## src/inc/prog_result_defs.vh

```
/*
 constants for the flash programming result block.
 assumes inclusion by bare name from logic files.
*/
`ifndef PROG_RESULT_DEFS_VH
`define PROG_RESULT_DEFS_VH
`define BIT_SUCCESS_FAIL      0
`define BIT_DEST_ADDR_ERR     1
`define BIT_SRC_ADDR_ERR      2
`define BIT_KEY_CHECK_ERR     4
`define BIT_EXEC_ERR          5
`define BIT_MODE_ERR          6
`define UNLOCK_KEY_VALUE      8'h5a
`define BOOT_AREA_SELECT      8'haa
`define BOUNDARY_LOW_0        8'h00
`define BOUNDARY_LOW_1        8'h80
`define FLASH_BASE_DEFAULT    32'h0000_0000
`define FLASH_LIMIT_DEFAULT   32'h0001_ffff
`define RESULT_RESET          8'h00
`endif

```

## src/logic/addr_range_check.v

```verilog
/*
 address checker: inside a flash window, and 128-byte boundary.
 assumes base and limit are inclusive bounds.
*/
`timescale 1ns/100ps
`include "prog_result_defs.vh"
module addr_range_check
#(
    parameter [31:0] BASE  = `FLASH_BASE_DEFAULT,
    parameter [31:0] LIMIT = `FLASH_LIMIT_DEFAULT
)
(
    input  wire [31:0] addr,
    output wire        in_flash,
    output wire        on_boundary
);
    assign in_flash    = (addr >= BASE) && (addr <= LIMIT);
    assign on_boundary = (addr[7:0] == `BOUNDARY_LOW_0) || (addr[7:0] == `BOUNDARY_LOW_1);
endmodule // addr_range_check

```

## src/logic/program_result_status.v

```verilog
/*
 builds the 8-bit result byte of one flash programming call.
 assumes the caller pulses start with its inputs stable, and later
 pulses done with write_failed once the programming attempt ends.
*/
// Overview of operation
// - bits 7 and 3 always read zero
// - bit 6 set on pin low or protection
// - pin and protection flag readable separately
// - bit 5 set when boot area selected or the write fails
// - boot area selected fails, nothing written
// - bit 4 set unless key equals 5a
// - bit 2 set when source inside flash
// - bit 1 on bad destination or boundary
// - bit 0 set on abnormal end
`timescale 1ns/100ps
`include "prog_result_defs.vh"
module program_result_status
#(
    parameter [31:0] FLASH_BASE  = `FLASH_BASE_DEFAULT,
    parameter [31:0] FLASH_LIMIT = `FLASH_LIMIT_DEFAULT
)
(
    input  wire        clk,
    input  wire        rst,
    input  wire        start,
    input  wire        done,
    input  wire        write_failed,
    input  wire        write_enable_pin,
    input  wire        protection_error_flag,
    input  wire [7:0]  flash_unlock_key_reg,
    input  wire [7:0]  memory_area_select_reg,
    input  wire [31:0] source_addr,
    input  wire [31:0] dest_addr,
    output wire        write_allowed,
    output reg  [7:0]  flash_control_status_reg,
    output reg  [7:0]  program_result_code,
    output reg         result_valid,
    output reg         busy
);
    ////////////////////////////////////////////////////////////////////
    wire src_in_flash;
    wire dst_in_flash;
    wire dst_boundary;
    wire mode_setting_error;
    wire key_check_error;
    wire source_address_error;
    wire destination_address_error;
    wire boot_selected;
    reg  [7:0] checks_q;

    addr_range_check #(.BASE(FLASH_BASE), .LIMIT(FLASH_LIMIT)) u_src
    (
        .addr        (source_addr),
        .in_flash    (src_in_flash),
        .on_boundary ()
    );
    addr_range_check #(.BASE(FLASH_BASE), .LIMIT(FLASH_LIMIT)) u_dst
    (
        .addr        (dest_addr),
        .in_flash    (dst_in_flash),
        .on_boundary (dst_boundary)
    );

    ////////////////////////////////////////////////////////////////////
    assign mode_setting_error = ~write_enable_pin | protection_error_flag;
    assign key_check_error = (flash_unlock_key_reg != `UNLOCK_KEY_VALUE);
    assign source_address_error = src_in_flash;
    assign destination_address_error = ~dst_in_flash | ~dst_boundary;
    assign boot_selected = (memory_area_select_reg == `BOOT_AREA_SELECT);
    // no write while any pre-check fails or boot area selected
    assign write_allowed = busy & ~checks_q[`BIT_MODE_ERR] & ~checks_q[`BIT_KEY_CHECK_ERR]
                         & ~checks_q[`BIT_SRC_ADDR_ERR] & ~checks_q[`BIT_DEST_ADDR_ERR]
                         & ~checks_q[`BIT_EXEC_ERR];

    ////////////////////////////////////////////////////////////////////
    // live status copy of pin and protection flag
    always @(posedge clk or posedge rst)
    begin
        if (rst)
            flash_control_status_reg <= `RESULT_RESET;
        else
            flash_control_status_reg <= {protection_error_flag, 6'h00, write_enable_pin};
    end

    ////////////////////////////////////////////////////////////////////
    // capture checks at start, report once at done
    always @(posedge clk or posedge rst)
    begin
        if (rst)
        begin
            checks_q            <= `RESULT_RESET;
            program_result_code <= `RESULT_RESET;
            result_valid        <= 1'b0;
            busy                <= 1'b0;
        end
        else
        begin
            result_valid <= 1'b0;
            if (start && !busy)
            begin
                busy     <= 1'b1;
                checks_q <= `RESULT_RESET;
                checks_q[`BIT_MODE_ERR]      <= mode_setting_error;
                checks_q[`BIT_EXEC_ERR]      <= boot_selected;
                checks_q[`BIT_KEY_CHECK_ERR] <= key_check_error;
                checks_q[`BIT_SRC_ADDR_ERR]  <= source_address_error;
                checks_q[`BIT_DEST_ADDR_ERR] <= destination_address_error;
            end
            else if (done && busy)
            begin
                busy         <= 1'b0;
                result_valid <= 1'b1;
                program_result_code <= {1'b0,
                    checks_q[`BIT_MODE_ERR],
                    checks_q[`BIT_EXEC_ERR] | (write_allowed & write_failed),
                    checks_q[`BIT_KEY_CHECK_ERR],
                    1'b0,
                    checks_q[`BIT_SRC_ADDR_ERR],
                    checks_q[`BIT_DEST_ADDR_ERR],
                    (|checks_q) | (write_allowed & write_failed)};
            end
        end
    end
endmodule // program_result_status
```

## config.mk

```make
export PLATFORM = sky130hd
export DESIGN_NAME = program_result_status
export DESIGN_NICKNAME = d
export VERILOG_FILES = /design/src/logic/addr_range_check.v /design/src/logic/program_result_status.v
export VERILOG_INCLUDE_DIRS = /design/src /design/src/inc
export SDC_FILE = /design/constraint.sdc
export NUM_CORES = 1
export LEC_CHECK = 0
export BUFFER_PORTS_ARGS = -buffer_cell sky130_fd_sc_hd__buf_4
export CORE_MARGIN = 2
export CORE_UTILIZATION = 32
export CTS_CLUSTER_SIZE = 25
export DETAILED_ROUTE_END_ITERATION = 12
export GPL_ROUTABILITY_DRIVEN = 1
export PLACE_DENSITY = 0.87
export SETUP_SLACK_MARGIN = 0.05
export SLEW_MARGIN = 15
export SYNTH_ARGS = -nofsm -noshare
export SYNTH_HDL_FRONTEND = slang
export SYNTH_SLANG_ARGS = --single-unit
```

## constraint.sdc

```tcl
create_clock -name clk -period 3 [get_ports clk]
set_clock_uncertainty 0.05 [all_clocks]
set_input_delay 0.45 -clock clk [delete_from_list [all_inputs] [get_ports clk]]
set_output_delay 0.45 -clock clk [all_outputs]
set_load 0.03 [all_outputs]
```

; ---- After elaboration in Yosys (flattened, before gate mapping)
; Cells that the tools add are included.
[totals]
memories = 0
latchBits = 0
output_inout_bits = 19
ramBits = 0
romBits = 0
in_bits = 87
ff_bits = 15
wordCells = 45
[op_classes]
order_cmp = 4
n_div = 0
n_shift = 0
n_mul = 0
bitwise_logic = 19
n_addsub = 0
eq_ne = 3
muxes = 4
n_reduce_logical = 10
[ops]
columns = operator, count
row1 = $ge A32 B1 Y1 const B, 2
row2 = $le A32 B17 Y1 const B, 2
row3 = $eq A8 B8 Y1 const B, 2
row4 = $not A1 Y1, 9
row5 = $logic_not A8 Y1, 1
row6 = $ne A8 B7 Y1 const B, 1
row7 = $and A1 B1 Y1, 6
row8 = $reduce_or A5 Y1, 1
row9 = $logic_and A1 B1 Y1, 4
row10 = $mux W1, 4
row11 = $or A1 B1 Y1, 4
row12 = $reduce_and A2 Y1, 1
row13 = $reduce_bool A2 Y1, 1
row14 = $logic_not A1 Y1, 1
row15 = $logic_or A1 B1 Y1, 1

; ---- Longest topological paths before layout
; Gate-level depths: netlist of run 1.
[depth]
word_depth = 8
mapped_depth = 4
mapped_depth_nobuf = 4

; ---- By module
; A second synthesis of run 1 with hierarchy kept.
[unflattened]
cells_unflattened = 73
area_unflattened_um2 = 780.7
[by_module_without_submodules]
columns = mod, instances, area_per_inst_um2, cells_per_inst
row1 = program_result_status, 1, 675.6, 59
row2 = addr_range_check, 2, 52.6, 7

; ---- Worst setup path after synthesis of run 1
; OpenSTA, ideal clock, no wires.
[synth_timing]
path_type = reg2out
startpoint = reg busy
endpoint = out write_allowed
path_stages_with_launch = 3
required_ns = 2.500
slack_ns = 1.313
arrival_time_ns = 1.187
n_path_buf = 0
path_cell_list = dfrtp_1 -> nor4b_1 -> and2_1
[synth_between]
elab_chain_len = 5
[synth_lines]
columns = element, line_no
row1 = "start, declared", program_result_status.v:39  ; output reg busy
row2 = "start signal, assigned", program_result_status.v:95  ; busy <= 1'b0;
row3 = "start signal, assigned", program_result_status.v:102  ; busy <= 1'b1;
row4 = "start signal, assigned", program_result_status.v:112  ; busy <= 1'b0;
row5 = $and A1 B1 Y1 (5 in series), program_result_status.v:72  ; assign write_allowed = busy & ~checks_q[`BIT_MODE_ERR] & ~checks_q[`BIT_KEY_CHECK_ERR]
row6 = "end, declared", program_result_status.v:35  ; output wire write_allowed,
; Every way passes these cells.

; ---- Worst setup path in the final report of run 1
[layout_timing]
startpoint = reg checks_q[5]
endpoint = out write_allowed
[layout_between]
elab_chain_len = 2
[layout_lines]
columns = element, line_no
row1 = "start, declared", program_result_status.v:50  ; reg [7:0] checks_q;
row2 = "start signal, assigned", program_result_status.v:92  ; checks_q <= `RESULT_RESET;
row3 = "start signal, assigned", program_result_status.v:103  ; checks_q <= `RESULT_RESET;
row4 = "start signal, assigned by index", program_result_status.v:104  ; checks_q[`BIT_MODE_ERR] <= mode_setting_error;
row5 = $not A1 Y1, program_result_status.v:74  ; & ~checks_q[`BIT_EXEC_ERR];
row6 = $and A1 B1 Y1, program_result_status.v:72
; Every way passes these cells.

==> metrics.cfg, run 1 <==
[clocking]
cts_root_buf=clkbuf_4
cts.path.max_buffers=2
cts_tree=built
postCtsSetupBuffers=0
cts.repair.resized=0
clk_pin_slew_ns=0.08
numCtsBuffers=3
cts_sinks=15
cts_hold_buf=0
clk_latency_ns=0.27
cts_htree_levels=1

[yosys]
synth_top_area_share_pct=50.1
synth_edf_count=0
synth_area_leader_cell=dfrtp_1
async_reset_ff_share_pct=100
syn-instance-count=72
ys_ff_latch=15
synth_seq_area_share_pct=50.1
ys.flop_type=dfrtp_1
yosys_warnings=0
synth.distinct_cells=24
synth.area.top_cells=dfrtp_1 (50%), buf_4 (8.0%), mux2_2 (6.0%)
synthesis.area_sq_um=749
syn-mean-instance-area_sq_um=10.4

[cells_and_area]
diodes=0
area_growth_pct=73.1
largest_reg_flops=6
final_core_util_pct=58.7
final-instance-count-excl-fill=172
fill_cells=198
nNetsFinal=232
drive_gt1_share_pct=55.6

[critical_path]
cp-end-kind=primary output
crit_fanout=3
r2r_start=busy
cp-startpoint=checks_q[5]
r2r_slack_ns=1.75
crit_arrival_ns=1.42
worstPathRequired_ns=2.50
slowest_delay_ns=0.41
cp_slowest_cell=dfrtp_1
crit_type=reg2out
cp_num_buf_inv=1
cp-start-kind=flip-flop
cp_cell_sequence=nor4b_1 -> and2_1 -> buf_4
critPathTopFamily=simple AND/OR/NAND/NOR gates

[pwr]
p_switching_mw=0.162
seq_power_share_pct=45.3
p_per_area_mw_per_mm2=412
clkPwrFrac_pct=20.1
p_comb_share_pct=34.6
leakage_nw=0.650
internal_power_mw=0.373
swShare_pct=30.3
irDropWorstVdd_mv=0.224
power.total_mw=0.535

[die]
die_w_um=52.4
dieArea_sq_mm=0.00275
core_sq_mm=0.00221
num_rows=17
io_pins=106
start_util_pct=33.9
die_h_um=52.4

[sta]
fin_tns_setup_ns=0
fin_crit_ns=1.92
maxSlewHeadroom_pct=64.0
setup_viol=0
fmax_ghz=0.522
layout_setup_ws_ns=1.08
rsz0062_at_grt=no
fin_crit_sh_pct=63.9
drv_slew=0
worstMarginPinSlew_ns=0.540
finalHoldViolations=0

[placement]
dp_hpwl_um=1660
pre_cts_ws_ns=1.39
dpl.cell_count=168
routabilityCongestion=0.693
io_buffer_count=70

[drt]
drt-pass1-iter-count=4
wl_per_cell_um=10.7
drc_errors=0
drt-initial-drc-count=1
vias=790
postRouteAntennaNets=0
wl_um=1840
avgViaCountPerCell=4.59

[global_routing]
overflow=0
grt_pass1_wl_um=3100
first_global_vias=809
grt_max_degree=16
antenna_found_initial=0
grt.total_usage_pct=15.0

[flow_run]
drv_cap=0

[status]
status=finished clean

[hold_path]
holdCritPathClass=in2async

## cells by family (layout without fill, tap and decap cells)
group           Yosys count  count (layout)  share of synthesized area, %
compound gates            9               9                          6.68
buf+inv                  12              77                          10.2
flops                    15              15                          50.1
mux                       4               4                          6.01
other cells               1               8                         0.500
simple gates             31              31                          26.5
## cell usage after synthesis (2+ instances only)
library cell  instances
buf_4                 8
o21ai_0               3
nor4_1                7
a21oi_1               3
nor2_1                5
inv_1                 2
dfrtp_1              15
mux2_2                4
nor2b_1               2
a31oi_1               2
nor4bb_1              4
nand2_1               5
## layout make-up
| type | instances | area, sq um | share of cell area, % |
|---|---|---|---|
| flip-flops and latches | 15 | 375 | 28.9 |
| repair buffers | 70 | 526 | 40.5 |
| inverters | 3 | 11.3 | 0.868 |
| well taps | 28 | 35.0 | 2.70 |
| clock buffers | 4 | 26.3 | 2.03 |
| multi-input cells | 52 | 324 | 25.0 |
## power groups by stage
stage               clock network, mW  logic, mW  registers, mW
floorplan                           0     0.0608          0.283
global placement                    0      0.183          0.246
detailed placement                  0      0.187          0.247
CTS                             0.112      0.187          0.243
global route                    0.121      0.199          0.247
finish                          0.108      0.185          0.242
## final timing paths
kind	cells after the start	end
worst min-delay path	2	program_result_code[2]
max in group asynchronous	2	checks_q[2]
worst max-delay path	3	write_allowed
min in group clk	1	flash_control_status_reg[0]
worst max register to register	3	checks_q[1]
worst min register to register	1	checks_q[4]
## cell usage in the layout (no fill, tap or decap), types with 3 or more instances in the layout
cell | netlist | routed
o21ai_0 | 3 | 3
dfrtp_1 | 15 | 15
conb_1 | 1 | 8
nor4_1 | 7 | 7
a21oi_1 | 3 | 3
mux2_2 | 4 | 4
nand2_1 | 5 | 5
nor4bb_1 | 4 | 4
nor2_1 | 5 | 5
buf_4 | 8 | 70
clkbuf_4 | 0 | 3
## metal layers
| metal | track usage, % | vias up | part of all wire (%) |
|---|---|---|---|
| li1 | - | 388 | - |
| met1 | 15.4 | 353 | 35 |
| met2 | 29.2 | 45 | 55 |
| met3 | 2.00 | 4 | 9.0 |
| met4 | 6.84 | 0 | 1.0 |
| met5 | 0 | - | 0 |
## stage by stage
step / area (sq um) / hold WS (ns)
global route: 1300 / 0.214
CTS: 1300 / 0.183
detailed placement: 1270 / 0.440
finish: 1300 / 0.166
global placement: 1270 / 0.436
floorplan: 776 / 0.301
Note: power is estimated with default switching activity, not from simulation.
==> inputs of run 2 (changes only) <==
--- a/config.mk
+++ b/config.mk
@@ -8,11 +8,11 @@
 export LEC_CHECK = 0
 export BUFFER_PORTS_ARGS = -buffer_cell sky130_fd_sc_hd__buf_4
 export CORE_MARGIN = 2
-export CORE_UTILIZATION = 32
+export CORE_UTILIZATION = 30
 export CTS_CLUSTER_SIZE = 25
 export DETAILED_ROUTE_END_ITERATION = 12
 export GPL_ROUTABILITY_DRIVEN = 1
-export PLACE_DENSITY = 0.87
+export PLACE_DENSITY = 0.83
 export SETUP_SLACK_MARGIN = 0.05
 export SLEW_MARGIN = 15
 export SYNTH_ARGS = -nofsm -noshare
==> constraint.sdc (replaced) <==
create_clock -name clk -period 2 [get_ports clk]
set_clock_uncertainty 0.05 [all_clocks]
set_input_delay 0.3 -clock clk [delete_from_list [all_inputs] [get_ports clk]]
set_output_delay 0.3 -clock clk [all_outputs]
set_load 0.03 [all_outputs]
==> metrics.cfg, run 2 (synthesis gave the netlist of run 1 again) <==
[pwr]
clkPwrFrac_pct=21.3  ; +1.2 points
swShare_pct=31.7  ; +1.4 points
leakage_nw=0.650  ; about the same
internal_power_mw=0.558  ; +50%
p_per_area_mw_per_mm2=623  ; +51%
irDropWorstVdd_mv=0.317  ; +42%
power.total_mw=0.817  ; +53%
p_comb_share_pct=34.0  ; -0.6 points
p_switching_mw=0.259  ; +60%
seq_power_share_pct=44.7  ; -0.6 points

[drt]
wl_per_cell_um=11.4  ; +6.1%
postRouteAntennaNets=0  ; unchanged
drt-pass1-iter-count=4  ; unchanged
wl_um=1980  ; +7.4%
vias=785  ; -0.63%
avgViaCountPerCell=4.51  ; -1.8%
drc_errors=0  ; unchanged
drt-initial-drc-count=4  ; +3

[critical_path]
cp_num_buf_inv=1  ; unchanged
r2r_start=busy
crit_type=reg2out
worstPathRequired_ns=1.65  ; -0.85 ns
ff2ff_path_depth=3  ; unchanged
r2r_end=checks_q[1]
cp-startpoint=checks_q[6]
crit_arrival_ns=1.36  ; -0.06 ns
critPathCapture=write_allowed
slowest_delay_ns=0.42  ; about the same
cp_cell_sequence=nor4b_2 -> and2_1 -> buf_4
cp_slowest_cell=dfrtp_1
r2r_slack_ns=0.72  ; -1.03 ns
cp_num_cells=3  ; unchanged
cp-start-kind=flip-flop
cp-end-kind=primary output
critPathTopFamily=simple AND/OR/NAND/NOR gates
crit_fanout=3  ; unchanged

[placement]
dpl.cell_count=170  ; +1.2%
io_buffer_count=70  ; unchanged
dp_hpwl_um=1740  ; +5.2%
routabilityCongestion=0.804  ; +16%
dpl_cell_area_sq_mm=0.00127  ; +0.20%

[clocking]
cts_root_buf=clkbuf_4
cts_hold_buf=0  ; unchanged
numCtsBuffers=3  ; unchanged
cts_htree_levels=1  ; unchanged
cts.path.max_buffers=2  ; unchanged
cts_sinks=15  ; unchanged
cts_tree=built
clk_latency_ns=0.28  ; about the same
clk_pin_slew_ns=0.09  ; about the same

[cells_and_area]
largest_reg_flops=6  ; unchanged
fill_cells=215  ; +8.6%
drive_gt1_share_pct=56.9  ; +1.4 points
final_common_cell=buf_4
seqCellArea_sq_um=375  ; unchanged
layout_common_cells=buf_4 (70), dfrtp_1 (15), conb_1 (8)
postLayoutCellArea_sq_mm=0.00131  ; +0.96%
area_growth_pct=74.8
final-instance-count-excl-fill=174  ; +1.2%
multiInputGateArea_sq_um=330  ; +1.9%
nNetsFinal=232  ; unchanged
diodes=0  ; unchanged

[die]
die_w_um=54.0  ; +3.0%
io_pins=106  ; unchanged
num_rows=18  ; +1
dieArea_sq_mm=0.00291  ; +6.1%
start_util_pct=30.8  ; -3.1 points
core_sq_mm=0.00243  ; +10%
die_h_um=54.0  ; +3.0%

[sta]
fin_tns_setup_ns=0  ; unchanged
worstMarginPinSlew_ns=0.534  ; -0.00555 ns
fmax_ghz=0.584
fin_crit_ns=1.71
hold_ws_ns=0.00375  ; -0.162 ns
rsz0062_at_grt=no
drv_slew=0  ; unchanged
fin_crit_sh_pct=85.7
finalHoldViolations=0  ; unchanged
setup_viol=0  ; unchanged
maxSlewHeadroom_pct=64.3  ; +0.37 points

[global_routing]
antenna_found_initial=0  ; unchanged
met3_usage_pct=2.50  ; +0.50 points
met1_usage_pct=13.6  ; -1.8 points
grt_pass1_wl_um=2830  ; -8.7%
busiest_layer=met2
grt_max_degree=16  ; unchanged
overflow=0  ; unchanged
first_global_vias=766  ; -5.3%
use_met2_pct=26.2  ; -2.9 points
grt.total_usage_pct=13.6  ; -1.3 points

[flow_run]
drv_cap=0  ; unchanged

[hold_path]
holdCritPathClass=in2async

[status]
status=finished clean

==> run 2: cell types whose count changed in the layout (fill, tap and decap cells not counted), sizes merged <==
| cell | change |
|---|---|
| clkinvlp | +1 |
| clkbuf | -1 |
==> run 2: how the worst min path moves through the flow <==
stage / slack [ns] / end / from / cells past startpoint
floorplan: 0.15 / busy / rst / 1
global placement: 0.32 / result_valid / rst / 2
detailed placement: 0.33 / result_valid / rst / 2
CTS: 0.02 / flash_control_status_reg[7] / rst / 2
global route: 0.04 / flash_control_status_reg[7] / rst / 2
finish: 0.004 / flash_control_status_reg[0] / rst / 2
==> run 2: final cells by class <==
type | instances | share of cell area (%)
clock buffers | 3 | 1.72
clock inverters | 1 | 0.573
inverters | 3 | 0.860
multi-input cells | 52 | 25.2
flip-flops and latches | 15 | 28.7
well taps | 30 | 2.87
repair buffers | 70 | 40.1
==> run 2: repair_timing <==
item | 4_1_cts | 5_1_grt
setup endpoints to repair | 0 | 1
buffers inserted | 0 | 0
gates resized for setup | 0 | 1
==> run 2: worst reg2reg max path, cell delays in order, from the launching register on <==
cell and delay, ns:
dfrtp_1 0.42, nand2b_1 0.32, nor4_2 0.28, a21oi_1 0.10
==> run 2: power by group through the flow <==
stage          sequential (mW)  clock [mW]  combinational [mW]
6_report                 0.365       0.174               0.278
5_1_grt                  0.370       0.199               0.299
4_1_cts                  0.366       0.180               0.280
3_5_place_dp             0.373           0               0.280
3_3_place_gp             0.370           0               0.275
2_1_floorplan            0.424           0              0.0912
==> run 2: metrics by stage <==
stage / setup WS, ns / utilization [%]
6_report: 0.287 / 53.9
5_1_grt: 0.170 / 53.9
4_1_cts: 0.204 / 53.6
3_5_place_dp: 0.525 / 52.4
3_3_place_gp: 0.562 / 52.4
2_1_floorplan: 0.463 / -
==> run 2: metal layers <==
layer / share of wire, % / wire (um)
met1: 32 / 636
met3: 9.9 / 197
met5: 0 / 0
met4: 0.71 / 14
met2: 57 / 1130
==> inputs of run 3 (changes only) <==
--- a/config.mk
+++ b/config.mk
@@ -12,7 +12,7 @@
 export CTS_CLUSTER_SIZE = 25
 export DETAILED_ROUTE_END_ITERATION = 12
 export GPL_ROUTABILITY_DRIVEN = 1
-export PLACE_DENSITY = 0.83
+export PLACE_DENSITY = 0.8
 export SETUP_SLACK_MARGIN = 0.05
 export SLEW_MARGIN = 15
 export SYNTH_ARGS = -nofsm -noshare
==> metrics.cfg, run 3 (synthesis gave the netlist of run 1 again) <==
[critical_path]
worstPathRequired_ns=1.65  ; about the same
crit_arrival_ns=1.43  ; +0.07 ns
cp-end-kind=primary output
crit_type=reg2out
cp-start-kind=flip-flop
crit_fanout=3  ; unchanged
r2r_end=checks_q[1]
ff2ff_path_depth=3  ; unchanged
r2r_start=busy
r2r_slack_ns=0.70  ; -0.02 ns

[drt]
postRouteAntennaNets=0  ; unchanged
wl_per_cell_um=11.5  ; +1.4%
met3_length_um=212  ; +7.6%
drt-initial-drc-count=7  ; +3
dr.max_layer_used=met4
routed-wl-met2_um=1120  ; -1.1%
vias=812  ; +3.4%
avgViaCountPerCell=4.67  ; +3.4%
drc_errors=0  ; unchanged
wl_um=2010  ; +1.4%
drt-pass1-iter-count=4  ; unchanged
met1_length_um=634  ; -0.31%

[placement]
dp_hpwl_um=1730  ; -0.57%
io_buffer_count=70  ; unchanged
dpl_cell_area_sq_mm=0.00127  ; unchanged
pre_cts_ws_ns=0.548  ; +0.0231 ns
dpl.cell_count=170  ; unchanged
routabilityCongestion=0.664  ; -17%

[cells_and_area]
diodes=0  ; unchanged
final_common_cell=buf_4
postLayoutCellArea_sq_mm=0.00130  ; -0.76%
nNetsFinal=232  ; unchanged
largest_reg_flops=6  ; unchanged
fill_cells=217  ; +0.93%
final-instance-count-excl-fill=174  ; unchanged
drive_gt1_share_pct=55.6  ; -1.4 points
area_growth_pct=73.5
layout_common_cells=buf_4 (70), dfrtp_1 (15), conb_1 (8)

[sta]
fin_crit_ns=1.78  ; +0.0633 ns
layout_setup_ws_ns=0.223  ; -0.0633 ns
rsz0062_at_grt=no
finalHoldViolations=0  ; unchanged
setup_viol=0  ; unchanged
hold_ws_ns=0.0117  ; +0.00792 ns
fmax_ghz=0.563  ; -3.6%
fin_tns_setup_ns=0  ; unchanged
fin_crit_sh_pct=88.8  ; +3.2 points
maxSlewHeadroom_pct=62.9  ; -1.4 points
worstMarginPinSlew_ns=0.556  ; +0.0215 ns
drv_slew=0  ; unchanged

[clocking]
clk_latency_ns=0.28  ; about the same
cts_hold_buf=0  ; unchanged
cts.path.max_buffers=2  ; unchanged
cts.repair.resized=0  ; unchanged
cts_sinks=15  ; unchanged
numCtsBuffers=3  ; unchanged
cts_tree=built
clk_pin_slew_ns=0.08  ; about the same
postCtsSetupBuffers=0  ; unchanged
cts_root_buf=clkbuf_4
cts_htree_levels=1  ; unchanged

[pwr]
irDropWorstVdd_mv=0.484  ; +53%
leakage_nw=0.650  ; about the same
p_per_area_mw_per_mm2=627  ; +0.53%

[global_routing]
first_global_vias=758  ; -1.0%
grt_max_degree=16  ; unchanged
antenna_found_initial=0  ; unchanged
grt.total_usage_pct=13.7  ; +0.055 points
grt_pass1_wl_um=2880  ; +1.7%
overflow=0  ; unchanged

[die]
die_h_um=54.0  ; unchanged
dieArea_sq_mm=0.00291  ; unchanged
io_pins=106  ; unchanged
num_rows=18  ; unchanged
die_w_um=54.0  ; unchanged
core_sq_mm=0.00243  ; unchanged
start_util_pct=30.8  ; unchanged

[flow_run]
drv_cap=0  ; unchanged

[hold_path]
holdCritPathClass=in2async

[status]
status=finished clean

## run 3: critical path, stage by stage, from the launching register on
cell,delay (ns)
dfrtp_1,0.40
nor4b_1,0.38
and2_1,0.20
buf_4,0.16
## run 3: per-stage QoR
stage | power, mW | util (%)
floorplan | 0.515 | -
detailed placement | 0.653 | 52.4
CTS | 0.824 | 53.4
global route | 0.860 | 53.4
global placement | 0.645 | 52.4
finish | 0.815 | 53.4
## run 3: routing by layer
metal  vias to the layer above  GRT usage [%]
li1                        390              -
met1                       368           11.2
met2                        49           29.1
met3                         5           3.33
met4                         0           6.67
met5                         -              0
## run 3: final cells by class
class	instances	area [sq um]	area share [%]
clock buffer	4	26.3	2.02
timing repair buffer	70	526	40.4
tap	30	37.5	2.89
sequential	15	375	28.9
multi-input combinational	52	324	24.9
inverter	3	11.3	0.866
## run 3: report_power, final
part	switching [mW]	leakage, nW	internal (mW)
Combinational	0.139	0.461	0.140
Clock	0.0925	0.0150	0.0775
Sequential	0.0241	0.174	0.341
## run 3: worst max-delay path by stage
stage	start	endpoint	cells after the start
global placement	checks_q[6]	write_allowed	3
CTS	checks_q[6]	write_allowed	3
detailed placement	checks_q[6]	write_allowed	3
global route	checks_q[6]	write_allowed	3
floorplan	busy	write_allowed	2
finish	checks_q[6]	write_allowed	3
